**src/rtl/atc_regs.svh**
```systemverilog
`ifndef ATC_REGS_SVH
`define ATC_REGS_SVH

// ************************************************************
// Register offsets (register port address space)
// ************************************************************
`define ATC_OFF_AMB0 10'h001
`define ATC_OFF_CTLA 10'h002
`define ATC_OFF_AMB1 10'h003
`define ATC_OFF_CTLC 10'h004
`define ATC_OFF_STAT 10'h005

// ************************************************************
// Field positions
// ************************************************************
`define ATC_SLOW_FP_MSB 13
`define ATC_SLOW_FP_LSB 12
`define ATC_SLOW_LP_MSB 15
`define ATC_SLOW_LP_LSB 14
`define ATC_FAST_SKIP_MSB 3
`define ATC_FAST_SKIP_LSB 0
`define ATC_ALLOW_BIT 15
`define ATC_APPR_MSB 5
`define ATC_APPR_LSB 0
`define ATC_UPD_MSB 7
`define ATC_UPD_LSB 6
`define ATC_HOVER_MSB 13
`define ATC_HOVER_LSB 8

// ************************************************************
// Reset values and fixed counts
// ************************************************************
`define ATC_RST_AMB0 16'h0000
`define ATC_RST_CTLA 16'h8000
`define ATC_RST_AMB1 16'h0804
`define ATC_RST_CTLC 16'h0000
`define ATC_FP_ZERO_LIMIT 2'h3

`endif

```
**src/rtl/atc_pkg.sv**
```systemverilog
package atc_pkg;

    // Sequencer states
    typedef enum logic [0:0] {
        ATC_IDLE = 1'b0,
        ATC_CALC = 1'b1
    } atc_fsm_t;

    // One conversion sample
    typedef struct packed {
        logic [3:0] stage;
        logic [15:0] data;
    } atc_conv_t;

    // Register port request
    typedef struct packed {
        logic wr;
        logic rd;
        logic [9:0] addr;
        logic [15:0] wdata;
    } atc_regreq_t;

    // Per-stage record kept in stage memory
    typedef struct packed {
        logic [3:0][15:0] ff;
        logic [15:0] sf0;
        logic [15:0] sf1;
        logic [15:0] amb;
        logic [3:0] fcnt;
        logic [1:0] scnt;
    } atc_rec_t;

    // Whole state of the top module
    typedef struct packed {
        atc_fsm_t st;
        logic [15:0] amb0;
        logic [15:0] ctla;
        logic [15:0] amb1;
        logic [15:0] ctlc;
        logic [15:0] seen;
        logic [15:0] touch;
        atc_conv_t cur;
        logic [15:0] rdata;
        logic rvalid;
        logic conv_ready;
        logic res_valid;
        logic [3:0] res_stage;
        logic prox1;
        logic prox2;
        logic fast_push;
        logic slow_tick;
        logic amb_upd;
        logic [15:0] ambient;
        logic [15:0] thr_hi;
        logic [15:0] thr_lo;
        logic int_n;
    } atc_state_t;

endpackage : atc_pkg

```
**src/rtl/atc_stage_ram.sv**
```systemverilog
module atc_stage_ram #(
    parameter int DW = 118,
    parameter int AW = 4
) (
    // Clock and enable
    input wire logic ref_clk,
    input wire logic ce,
    // Read side
    input wire logic [AW-1:0] rd_addr,
    output logic [DW-1:0] rd_data,
    // Write side
    input wire logic wr_en,
    input wire logic [AW-1:0] wr_addr,
    input wire logic [DW-1:0] wr_data
);

    // ************************************************************
    // Storage
    // ************************************************************
    logic [DW-1:0] mem [0:(1<<AW)-1]; // One word per stage

    // Registered read, write-first is not needed: one access per stage
    always_ff @(posedge ref_clk) begin
        if (ce) begin
            rd_data <= mem[rd_addr];
            if (wr_en) begin
                mem[wr_addr] <= wr_data;
            end
        end
    end

endmodule : atc_stage_ram

```
**src/rtl/atc_top.sv**
```systemverilog
// What this block does
// - Full-power slow skip at 0x001 bits 13:12
// - Low-power slow skip at 0x001 bits 15:14
// - Skipped samples never enter the slow FIFO
// - Full-power slow interval scales with fast interval
// - Low-power slow interval uses low-power skip plus one
// - Slow push only when change exceeds update threshold
// - Slow update needs allow bit and no proximity
// - Proximity one: fast word0 versus word3 difference
// - Proximity two: fast average versus ambient difference
// - Compensation runs on every conversion automatically
// - Host controls compensation through 0x001-0x003
// - Per-stage compensation data kept in RAM
// - Thresholds rewritten from tracked ambient
// - Thresholds scale offsets by sensitivity settings
// - Active-low interrupt when threshold crossed
// - Fast interval is fast skip plus one samples
// - Fast skip held at 0x002 bits 3:0
// - Proximity suspends calibration immediately
module atc_top
    import atc_pkg::*;
#(
    parameter int DW = 16,
    parameter int SENS_SHIFT = 4
) (
    // Clock, reset, enable
    input wire logic ref_clk,
    input wire logic resetn,
    input wire logic ce,
    // Register port from serial interface
    input wire atc_regreq_t reg_req,
    output logic [15:0] reg_rdata,
    output logic reg_rvalid,
    // Conversion samples from the converter sequencer
    input wire logic conv_valid,
    input wire atc_conv_t conv_in,
    output logic conv_ready,
    input wire logic low_power,
    // Threshold setup from stage configuration
    input wire logic [15:0] offset_high,
    input wire logic [15:0] offset_low,
    input wire logic [3:0] pos_sens,
    input wire logic [3:0] neg_sens,
    // Results
    output logic res_valid,
    output logic [3:0] res_stage,
    output logic prox1,
    output logic prox2,
    output logic [15:0] ambient,
    output logic [15:0] thr_hi,
    output logic [15:0] thr_lo,
    output logic int_n
);

`include "atc_regs.svh"

    // ************************************************************
    // Helpers
    // ************************************************************
    // Absolute difference, used by the proximity and update comparators
    function automatic logic [15:0] atc_absdiff(input logic [15:0] a, input logic [15:0] b);
        atc_absdiff = (a > b) ? (a - b) : (b - a);
    endfunction : atc_absdiff

    // ************************************************************
    // State and memory wiring
    // ************************************************************
    atc_state_t s_ff; // All state
    atc_state_t nxt_s; // Next state
    atc_rec_t rec_rd; // Record read from stage memory
    atc_rec_t rec_wr; // Record written back
    logic [$bits(atc_rec_t)-1:0] ram_rd; // Raw read word
    logic ram_we; // Write back strobe

    // Per-stage record store
    atc_stage_ram #(
        .DW($bits(atc_rec_t)),
        .AW(4)
    ) u_ram (
        .ref_clk(ref_clk),
        .ce(ce),
        .rd_addr(conv_in.stage),
        .rd_data(ram_rd),
        .wr_en(ram_we),
        .wr_addr(s_ff.cur.stage),
        .wr_data(rec_wr)
    );

    assign rec_rd = atc_rec_t'(ram_rd);

    // ************************************************************
    // Field decode
    // ************************************************************
    logic [1:0] slow_fp; // Full-power slow skip
    logic [1:0] slow_lp; // Low-power slow skip
    logic [3:0] fast_skip; // Fast skip setting
    logic allow; // Ambient update allow
    logic [5:0] appr_sens; // Approach sensitivity
    logic [1:0] upd_thr; // Ambient update threshold
    logic [5:0] hover_thr; // Hover threshold
    logic [1:0] slow_limit; // Fast pushes per slow tick, minus one

    assign slow_fp = s_ff.amb0[`ATC_SLOW_FP_MSB:`ATC_SLOW_FP_LSB];
    assign slow_lp = s_ff.amb0[`ATC_SLOW_LP_MSB:`ATC_SLOW_LP_LSB];
    assign fast_skip = s_ff.ctla[`ATC_FAST_SKIP_MSB:`ATC_FAST_SKIP_LSB];
    assign allow = s_ff.ctla[`ATC_ALLOW_BIT];
    assign appr_sens = s_ff.amb1[`ATC_APPR_MSB:`ATC_APPR_LSB];
    assign upd_thr = s_ff.amb1[`ATC_UPD_MSB:`ATC_UPD_LSB];
    assign hover_thr = s_ff.amb1[`ATC_HOVER_MSB:`ATC_HOVER_LSB];

    // Full power: 00 means four fast pushes per slow push, else field value
    // Low power: field plus one fast pushes per slow push
    always_comb begin
        if (low_power) begin
            slow_limit = slow_lp;
        end else if (slow_fp == 2'h0) begin
            slow_limit = `ATC_FP_ZERO_LIMIT;
        end else begin
            slow_limit = slow_fp - 2'h1;
        end
    end

    // ************************************************************
    // Stage computation
    // ************************************************************
    logic [15:0] d; // Sample under work
    logic do_fast; // Sample enters fast FIFO
    logic do_slow; // Slow FIFO slot reached
    logic p1; // Approach comparator
    logic p2; // Hover comparator
    logic prox_any; // Combined proximity
    logic do_upd; // Ambient update
    logic [17:0] fsum; // Fast FIFO sum
    logic [15:0] favg; // Fast FIFO average
    logic [16:0] asum; // Slow pair sum
    logic [15:0] oh4; // Offset high quarter
    logic [15:0] ol4; // Offset low quarter
    logic [19:0] hi_scale; // Scaled high term
    logic [19:0] lo_scale; // Scaled low term
    logic [15:0] hi_new; // New high threshold
    logic [15:0] lo_new; // New low threshold
    logic touch_now; // Threshold crossed

    always_comb begin
        d = s_ff.cur.data;
        rec_wr = rec_rd;
        do_fast = 1'b0;
        do_slow = 1'b0;
        // First sample of a stage seeds its record, nothing is compared yet
        if (!s_ff.seen[s_ff.cur.stage]) begin
            rec_wr.ff = {4{d}};
            rec_wr.sf0 = d;
            rec_wr.sf1 = d;
            rec_wr.amb = d;
            rec_wr.fcnt = 4'h0;
            rec_wr.scnt = 2'h0;
        end else if (rec_rd.fcnt >= fast_skip) begin
            // Fast slot: shift the fast FIFO
            do_fast = 1'b1;
            rec_wr.ff = {rec_rd.ff[2:0], d};
            rec_wr.fcnt = 4'h0;
            if (rec_rd.scnt >= slow_limit) begin
                do_slow = 1'b1;
                rec_wr.scnt = 2'h0;
            end else begin
                rec_wr.scnt = rec_rd.scnt + 2'h1;
            end
        end else begin
            rec_wr.fcnt = rec_rd.fcnt + 4'h1;
        end
        // Comparators on the updated fast FIFO
        fsum = {2'h0, rec_wr.ff[0]} + {2'h0, rec_wr.ff[1]} + {2'h0, rec_wr.ff[2]} + {2'h0, rec_wr.ff[3]};
        favg = fsum[17:2];
        p1 = atc_absdiff(rec_wr.ff[0], rec_wr.ff[3]) > {10'h000, appr_sens};
        p2 = atc_absdiff(favg, rec_wr.amb) > {10'h000, hover_thr};
        prox_any = p1 | p2;
        // Ambient tracking is frozen by any proximity
        do_upd = do_slow && allow && !prox_any
            && (atc_absdiff(d, rec_rd.sf0) > {14'h0000, upd_thr});
        asum = {1'b0, rec_rd.sf0} + {1'b0, d};
        if (do_upd) begin
            rec_wr.sf1 = rec_rd.sf0;
            rec_wr.sf0 = d;
            rec_wr.amb = asum[16:1];
        end
        // Thresholds follow the tracked ambient; wraps are not clamped
        oh4 = offset_high >> 2;
        ol4 = offset_low >> 2;
        hi_scale = ({4'h0, oh4} * {16'h0000, pos_sens}) >> SENS_SHIFT;
        lo_scale = ({4'h0, offset_low - ol4} * {16'h0000, neg_sens}) >> SENS_SHIFT;
        hi_new = rec_wr.amb + oh4 + hi_scale[15:0];
        lo_new = rec_wr.amb - ol4 - lo_scale[15:0];
        touch_now = s_ff.seen[s_ff.cur.stage] && ((d > hi_new) || (d < lo_new));
    end

    assign ram_we = ce && (s_ff.st == ATC_CALC);

    // ************************************************************
    // Next-state logic
    // ************************************************************
    always_comb begin
        nxt_s = s_ff;
        nxt_s.rvalid = 1'b0;
        nxt_s.res_valid = 1'b0;
        // Register writes, host setup path
        if (reg_req.wr) begin
            case (reg_req.addr)
                `ATC_OFF_AMB0: begin
                    nxt_s.amb0 = reg_req.wdata;
                end
                `ATC_OFF_CTLA: begin
                    nxt_s.ctla = reg_req.wdata;
                end
                `ATC_OFF_AMB1: begin
                    nxt_s.amb1 = reg_req.wdata;
                end
                `ATC_OFF_CTLC: begin
                    nxt_s.ctlc = reg_req.wdata;
                end
                default: begin
                    nxt_s.amb0 = s_ff.amb0;
                end
            endcase
        end
        // Register reads, unmapped reads give zero
        if (reg_req.rd) begin
            nxt_s.rvalid = 1'b1;
            case (reg_req.addr)
                `ATC_OFF_AMB0: begin
                    nxt_s.rdata = s_ff.amb0;
                end
                `ATC_OFF_CTLA: begin
                    nxt_s.rdata = s_ff.ctla;
                end
                `ATC_OFF_AMB1: begin
                    nxt_s.rdata = s_ff.amb1;
                end
                `ATC_OFF_CTLC: begin
                    nxt_s.rdata = s_ff.ctlc;
                end
                `ATC_OFF_STAT: begin
                    nxt_s.rdata = {s_ff.res_stage, 5'h00, !s_ff.int_n, s_ff.amb_upd,
                        s_ff.slow_tick, s_ff.fast_push, s_ff.prox1 | s_ff.prox2, s_ff.prox2, s_ff.prox1};
                end
                default: begin
                    nxt_s.rdata = 16'h0000;
                end
            endcase
        end
        // Conversion sequencing, one sample per two cycles
        case (s_ff.st)
            ATC_IDLE: begin
                if (conv_valid) begin
                    nxt_s.cur = conv_in;
                    nxt_s.st = ATC_CALC;
                    nxt_s.conv_ready = 1'b0;
                end
            end
            ATC_CALC: begin
                nxt_s.st = ATC_IDLE;
                nxt_s.conv_ready = 1'b1;
                nxt_s.seen[s_ff.cur.stage] = 1'b1;
                nxt_s.touch[s_ff.cur.stage] = touch_now;
                nxt_s.res_valid = 1'b1;
                nxt_s.res_stage = s_ff.cur.stage;
                nxt_s.prox1 = p1;
                nxt_s.prox2 = p2;
                nxt_s.fast_push = do_fast;
                nxt_s.slow_tick = do_slow;
                nxt_s.amb_upd = do_upd;
                nxt_s.ambient = rec_wr.amb;
                nxt_s.thr_hi = hi_new;
                nxt_s.thr_lo = lo_new;
            end
            default: begin
                nxt_s.st = ATC_IDLE;
            end
        endcase
        // Interrupt low while any stage sits beyond a threshold
        nxt_s.int_n = ~|nxt_s.touch;
    end

    // ************************************************************
    // State register
    // ************************************************************
    always_ff @(posedge ref_clk) begin
        if (!resetn) begin
            s_ff <= '0;
            s_ff.st <= ATC_IDLE;
            s_ff.amb0 <= `ATC_RST_AMB0;
            s_ff.ctla <= `ATC_RST_CTLA;
            s_ff.amb1 <= `ATC_RST_AMB1;
            s_ff.ctlc <= `ATC_RST_CTLC;
            s_ff.conv_ready <= 1'b1;
            s_ff.int_n <= 1'b1;
        end else if (ce) begin
            s_ff <= nxt_s;
        end
    end

    // Outputs straight from the state register
    assign reg_rdata = s_ff.rdata;
    assign reg_rvalid = s_ff.rvalid;
    assign conv_ready = s_ff.conv_ready;
    assign res_valid = s_ff.res_valid;
    assign res_stage = s_ff.res_stage;
    assign prox1 = s_ff.prox1;
    assign prox2 = s_ff.prox2;
    assign ambient = s_ff.ambient;
    assign thr_hi = s_ff.thr_hi;
    assign thr_lo = s_ff.thr_lo;
    assign int_n = s_ff.int_n;

    // ************************************************************
    // Checks
    // ************************************************************
    property p_upd_gate;
        @(posedge ref_clk) disable iff (!resetn)
        (s_ff.res_valid && s_ff.amb_upd) |-> (!s_ff.prox1 && !s_ff.prox2 && $past(s_ff.ctla[`ATC_ALLOW_BIT]));
    endproperty
    a_upd_gate: assert property (p_upd_gate) else $error("ambient updated under proximity");

    property p_prox_block;
        @(posedge ref_clk) disable iff (!resetn)
        (s_ff.res_valid && (s_ff.prox1 || s_ff.prox2)) |-> !s_ff.amb_upd;
    endproperty
    a_prox_block: assert property (p_prox_block) else $error("calibration not suspended");

    property p_slow_from_fast;
        @(posedge ref_clk) disable iff (!resetn)
        s_ff.slow_tick |-> s_ff.fast_push;
    endproperty
    a_slow_from_fast: assert property (p_slow_from_fast) else $error("slow slot without fast slot");

    property p_upd_needs_slot;
        @(posedge ref_clk) disable iff (!resetn)
        s_ff.amb_upd |-> s_ff.slow_tick;
    endproperty
    a_upd_needs_slot: assert property (p_upd_needs_slot) else $error("ambient updated off slot");

    property p_int_level;
        @(posedge ref_clk) disable iff (!resetn)
        s_ff.int_n == !(|s_ff.touch);
    endproperty
    a_int_level: assert property (p_int_level) else $error("interrupt disagrees with touch");

    property p_result_time;
        @(posedge ref_clk) disable iff (!resetn)
        (ce && conv_ready && conv_valid) ##1 ce |=> (res_valid && res_stage == $past(conv_in.stage, 2));
    endproperty
    a_result_time: assert property (p_result_time) else $error("sample result missing");

    property p_ctl_write;
        @(posedge ref_clk) disable iff (!resetn)
        (ce && reg_req.wr && reg_req.addr == `ATC_OFF_AMB0) |=> (slow_fp == $past(reg_req.wdata[13:12]));
    endproperty
    a_ctl_write: assert property (p_ctl_write) else $error("slow skip write lost");

    property p_fast_write;
        @(posedge ref_clk) disable iff (!resetn)
        (ce && reg_req.wr && reg_req.addr == `ATC_OFF_CTLA) |=> (fast_skip == $past(reg_req.wdata[3:0]));
    endproperty
    a_fast_write: assert property (p_fast_write) else $error("fast skip write lost");

    property p_ready_back;
        @(posedge ref_clk) disable iff (!resetn)
        (ce && !conv_ready) |=> conv_ready;
    endproperty
    a_ready_back: assert property (p_ready_back) else $error("sequencer stuck busy");

endmodule : atc_top

```
**config.mk**
```make
export PLATFORM = sky130hd
export DESIGN_NAME = atc_top
export DESIGN_NICKNAME = d
export VERILOG_FILES = /design/src/rtl/atc_pkg.sv /design/src/rtl/atc_stage_ram.sv /design/src/rtl/atc_top.sv
export VERILOG_INCLUDE_DIRS = /design/src /design/src/rtl
export SDC_FILE = /design/constraint.sdc
export NUM_CORES = 2
export LEC_CHECK = 0
export BUFFER_PORTS_ARGS = -buffer_cell sky130_fd_sc_hd__buf_2
export CAP_MARGIN = 40
export CORE_UTILIZATION = 60
export DETAILED_ROUTE_END_ITERATION = 7
export GPL_ROUTABILITY_DRIVEN = 0
export PLACE_DENSITY = 0.81
export SYNTH_ARGS = -nofsm -noshare
export SYNTH_HDL_FRONTEND = slang
export SYNTH_SLANG_ARGS = --single-unit
```
**constraint.sdc**
```tcl
create_clock -name ref_clk -period 25.1 [get_ports ref_clk]
set_input_delay 5.02 -clock ref_clk [delete_from_list [all_inputs] [get_ports ref_clk]]
set_output_delay 5.02 -clock ref_clk [all_outputs]
set_load 0.05 [all_outputs]
```
### Yosys cells after proc, flatten, opt, wreduce, memory -nomap -nowiden

Memory sizes are Yosys's and may differ from the RTL's. A register that Yosys moved wholly into a read port is not among the register bits.
Cells that the tools add are included.

* bits in registers: 194
* bits in writable memories: 1888
* input port bits: 93
* output and inout bits: 74
* memories: 1

* add/sub/neg operators: 18
* multipliers: 2
* order comparisons: 12
* eq/ne operators: 6
* multiplexer cells: 34
* bitwise logic cells: 4
* reductions and logical operators: 20

Memories
* u_ram.mem: depth 16, width 118, rd ports 1, clocked after memory_dff 1, wr ports 1, line atc_stage_ram.sv:20 `logic [DW-1:0] mem [0:(1<<AW)-1];`

Operators by type and width (number)
* two-way mux 64 bit: 2
* subtractor 16 bit: 7
* two-way mux 48 bit: 2
* one-hot mux 16 bit (5 select lines): 1
* greater-than comparator 16 bit: 4
* two-way mux 16 bit: 4
* two-way mux 58 bit: 1
* adder 16 x 16 -> 17 bit: 2
* adder 16 x 14 -> 16 bit: 2
* greater-than comparator 16 x 6 -> 1 bit: 2
* subtractor 16 x 14 -> 16 bit: 2
* == test 10 x 2 -> 1 bit (second input constant): 2
* == test 10 x 3 -> 1 bit (second input constant): 2
* multiplier 16 x 4 -> 20 bit: 1
* adder 17 x 16 -> 18 bit: 1
* adder 18 x 16 -> 18 bit: 1
* multiplier 14 x 4 -> 18 bit: 1
* bitwise mux 16 bit: 1
* greater-than comparator 16 x 2 -> 1 bit: 1
* < comparator 16 bit: 1
* bitwise OR 16 bit: 1
* OR reduction 16 bit: 1
* AND reduction 3 bit: 5
* two-way mux 1 bit: 13
* 22 further kinds: 36

### Depth between registers and ports, before layout

* word-level depth: 23
* gate-level depth with buffers: 83

### By module

A second synthesis with hierarchy kept.

* cells, all modules: 6352
* area total of the unflattened synthesis: 98949.9 sq um

Modules (own cells, without submodules)
* atc_stage_ram: instances 1, cells each 3017, area each 73977.2 sq um, sequential area each 60237.8 sq um
* atc_top: instances 1, cells each 3335, area each 24972.7 sq um, sequential area each 3883.7 sq um

### Worst setup path after synthesis

OpenSTA, ideal clock, no wires.

* kind: register to register
* from: register s_ff[93] (netlist bit)
* to: register s_ff[102] (netlist bit)
* data arrival time: 15.001 ns
* required time: 24.743 ns
* slack: 9.743 ns
* stages on the path, launching flop included: 75
* buffers on the path: 9
* cells stage by stage: dfxtp_1 > clkbuf_1 > nor2b_1 > a22oi_2 > a21oi_2 > nor2_4 > buf_1 > clkbuf_1 > clkbuf_1 > buf_1 > a31oi_1 > fa_1 > inv_1 > fa_1 > inv_1 > ha_1 > a21o_1 > a21o_1 > [39 not listed] > a21oi_1 > o21ai_0 > a21oi_1 > o21ai_0 > a21oi_1 > o21bai_1 > a21oi_1 > xor2_1 > ha_1 > o21ai_0 > nand2b_1 > a21oi_1 > a32o_1 > and2_1 > o2111ai_1 > nand2_1 > clkbuf_1 > o22ai_1

RTL lines
* start, declared: line atc_top.sv:68 `atc_state_t s_ff;`
* start signal, assigned: line atc_top.sv:297 `s_ff <= nxt_s;`

==> results_dict.tcl <==
set metrics [dict create \
    outcome "complete, but fails checks" \
    violations "design-rule violations" \
    cts_root_buf "clkbuf_16" \
    final_cell_area_um2 97600 \
    synth_edf_count 1734 \
    viasPerCell 6.85 \
    dr.first_iter.drc_count 7246 \
    clock_latency_ns 0.85 \
    register_area_um2 56000 \
    start_util_pct 60.4 \
    die_area_um2 148000 \
    setup_viol 0 \
    place_hpwl_mm 132 \
    cp-start-kind "flip-flop" \
    groute.usage.overall_pct 32.2 \
    synth_async_sr_flop_share_pct 0 \
    die_x_um 385 \
    max_stage_delay_ns 0.76 \
    syn_nets 5978 \
    finalWirelength_mm 238 \
    tightest_slew_ns 0.993 \
    htree_levels 4 \
    final_common_cell "edfxtp_1" \
    yosys.area.top_type "edfxtp_1" \
    portBuffers 164 \
    cap_violations 0 \
    drtAntennaViolNets 0 \
    antenna_found_initial 5 \
    use_met2_pct 52.1 \
    total_power_mw 9.01 \
    rsz0062_at_grt "no" \
    fmax_ghz 0.0531 \
    cts_buffers 181 \
    crit_type "reg -> reg" \
    slowest_stage "dfxtp_1" \
    ctsHoldBuffers 0 \
    die_h_um 385 \
    yosysTopAreaCellShare_pct 59.2 \
    clk_path_buf_depth 3 \
    core_area_um2 146000 \
    syn_area_um2 88000 \
    worst_ep_arrival_time_ns 19.55 \
    use_met1_pct 41.3 \
    routedWlPerCell_um 30.7 \
    tns_ns 0 \
    synth_flop_cell "edfxtp_1" \
    syn_avg_cell_area_um2 16.0 \
    vias 53286 \
    yosysWarnings 0 \
    synth_cell_types 98 \
    cts_resized 0 \
    period_minus_slack_ns 18.84 \
    ys_seq_area_share_pct 63.6 \
    placedInstanceArea_um2 91700 \
    cts.sinks 1928 \
    skew_ns 0.0515 \
    fillers 9013 \
    rows 140 \
    drc_errors 1 \
    grt_pass1_vias 52992 \
    finalHoldViolCount 0 \
    postCtsSetupBuffers 0 \
    grt_busiest_layer "met2" \
    ys_top_cells_by_area "edfxtp_1, mux4_2, dfxtp_1" \
    p_leak_nw 34.6 \
    end_kind "flip-flop" \
    detail_route.first_pass.iterations 8 \
    drive_gt1_share_pct 20.1 \
    ir_worst_vdd_mv 0.0942 \
    cp_data_required_time_ns 25.81 \
    ys_seq_elements 1928 \
    globalRouteMet3Util_pct 7.18 \
    synthCells 5507 \
    grt_pass1_wl_mm 347 \
    crit_fanout 28 \
    slew_viol_final 0 \
    multiInputGateArea_um2 29400 \
    hold_path.class "reg -> reg" \
    io_pins 167 \
    cts_tree "done" \
    fin_nets 6177 \
    clkTransAtPathRegs_ns 0.06 \
    grt-ovfl-total 0 \
    power_density_nw_per_um2 92.4 \
    relSlewSlack_pct 32.1 \
    area_growth_pct 10.9 \
    fin_crit_sh_pct 75.1 \
    grt_max_degree 106 \
    mostFrequentLayoutCells "edfxtp_1, mux4_2, nand2_1, inv_1, ha_1" \
]
==> routing by layer <==
layer / routed length [um] / vias up
met4: 13500 / 8
met1: 82900 / 26763
met3: 27300 / 853
met5: 47 / -
met2: 115000 / 4094
li1: - / 21568
==> logic make-up after synthesis <==
group | count (synthesis) | synth area share, %
DFF | 1928 | 63.6
and+or+nand+nor | 937 | 4.83
AOI/OAI and AO/OA | 867 | 6.53
buffers and inverters | 664 | 3.17
muxes | 614 | 14.3
adders and majority gates | 378 | 6.35
xor gates and xnor gates | 119 | 1.19
==> synthesized netlist by cell type, drive strengths merged (20+ instances only) <==
| cell type | count |
|---|---|
| edfxtp | 1734 |
| mux4 | 512 |
| nand2 | 478 |
| inv | 341 |
| ha | 264 |
| o21ai | 197 |
| dfxtp | 194 |
| a21oi | 185 |
| clkbuf | 176 |
| nor2 | 153 |
| buf | 146 |
| fa | 114 |
| a21boi | 97 |
| mux2i | 88 |
| xnor2 | 80 |
| a21o | 76 |
| o21a | 54 |
| and2 | 50 |
| nand3 | 49 |
| nor3 | 47 |
| xor2 | 39 |
| o21bai | 38 |
| a31oi | 36 |
| nor2b | 30 |
| nand2b | 28 |
| nand4 | 26 |
| o22ai | 23 |
| a221oi | 20 |
==> report_power, final <==
part | switching, mW | total (mW) | leakage (nW) | internal, mW
sequential | 0.0312 | 3.64 | 17.6 | 3.61
combinational | 1.60 | 2.65 | 14.3 | 1.05
clock | 1.24 | 2.73 | 2.84 | 1.49
total | 2.87 | 9.01 | 34.6 | 6.15
==> layout make-up <==
class                           instances  area share, %
Antenna cell                            1        0.00256
Clock inverter                        120           1.15
Timing Repair Buffer                  338           2.77
Inverter                              342           1.32
Multi-Input combinational cell       2915           30.1
Sequential cell                      1928           57.3
Tap cell                             1917           2.46
Clock buffer                          219           4.86
==> sequential cells by signal (all words and copies together) (netlist names) <==
| name | cells |
|---|---|
| prox2 | 1 |
| reg_rdata | 16 |
| res_stage | 4 |
| allow | 1 |
| ambient | 16 |
| thr_lo | 16 |
| conv_ready | 1 |
| fast_skip | 4 |
| res_valid | 1 |
| reg_rvalid | 1 |
| s_ff | 87 |
| appr_sens | 6 |
| int_n | 1 |
| d | 16 |
| hover_thr | 6 |
| u_ram.mem | 1632 |
| prox1 | 1 |
| thr_hi | 16 |
| u_ram.rd_data | 102 |
==> metrics by stage <==
stage	setup slack [ns]	instances	utilization [%]	hold slack, ns
2_1_floorplan	9.74	5507	-	0.420
3_3_place_gp	6.58	7400	62.5	0.427
3_5_place_dp	7.10	7439	63.0	0.442
4_1_cts	6.70	7778	67.0	0.453
5_1_grt	5.33	7779	67.0	0.468
6_report	6.26	7780	67.0	0.450
==> worst max-delay path: cells and delay by family (launching register included) <==
kind / cells / cell delay (ns)
adder cells (fa/ha/maj): 9 / 3.59
flip-flops: 1 / 0.76
buffers and inverters: 8 / 1.28
multiplexers: 3 / 1.31
AO/OA/AOI/OAI: 32 / 6.95
XOR/XNOR: 3 / 0.54
AND/OR/NAND/NOR: 20 / 4.18
==> final timing paths <==
check | endpoint | startpoint | cells after the start | slack (ns)
hold reg to reg | ambient[2] | ambient[2] | 2 | 0.45
setup reg to reg | int_n | s_ff[95] | 75 | 6.26
hold / removal | ambient[2] | ambient[2] | 2 | 0.45
setup / recovery | int_n | s_ff[95] | 75 | 6.26
Power figures use the tool's default switching activity.
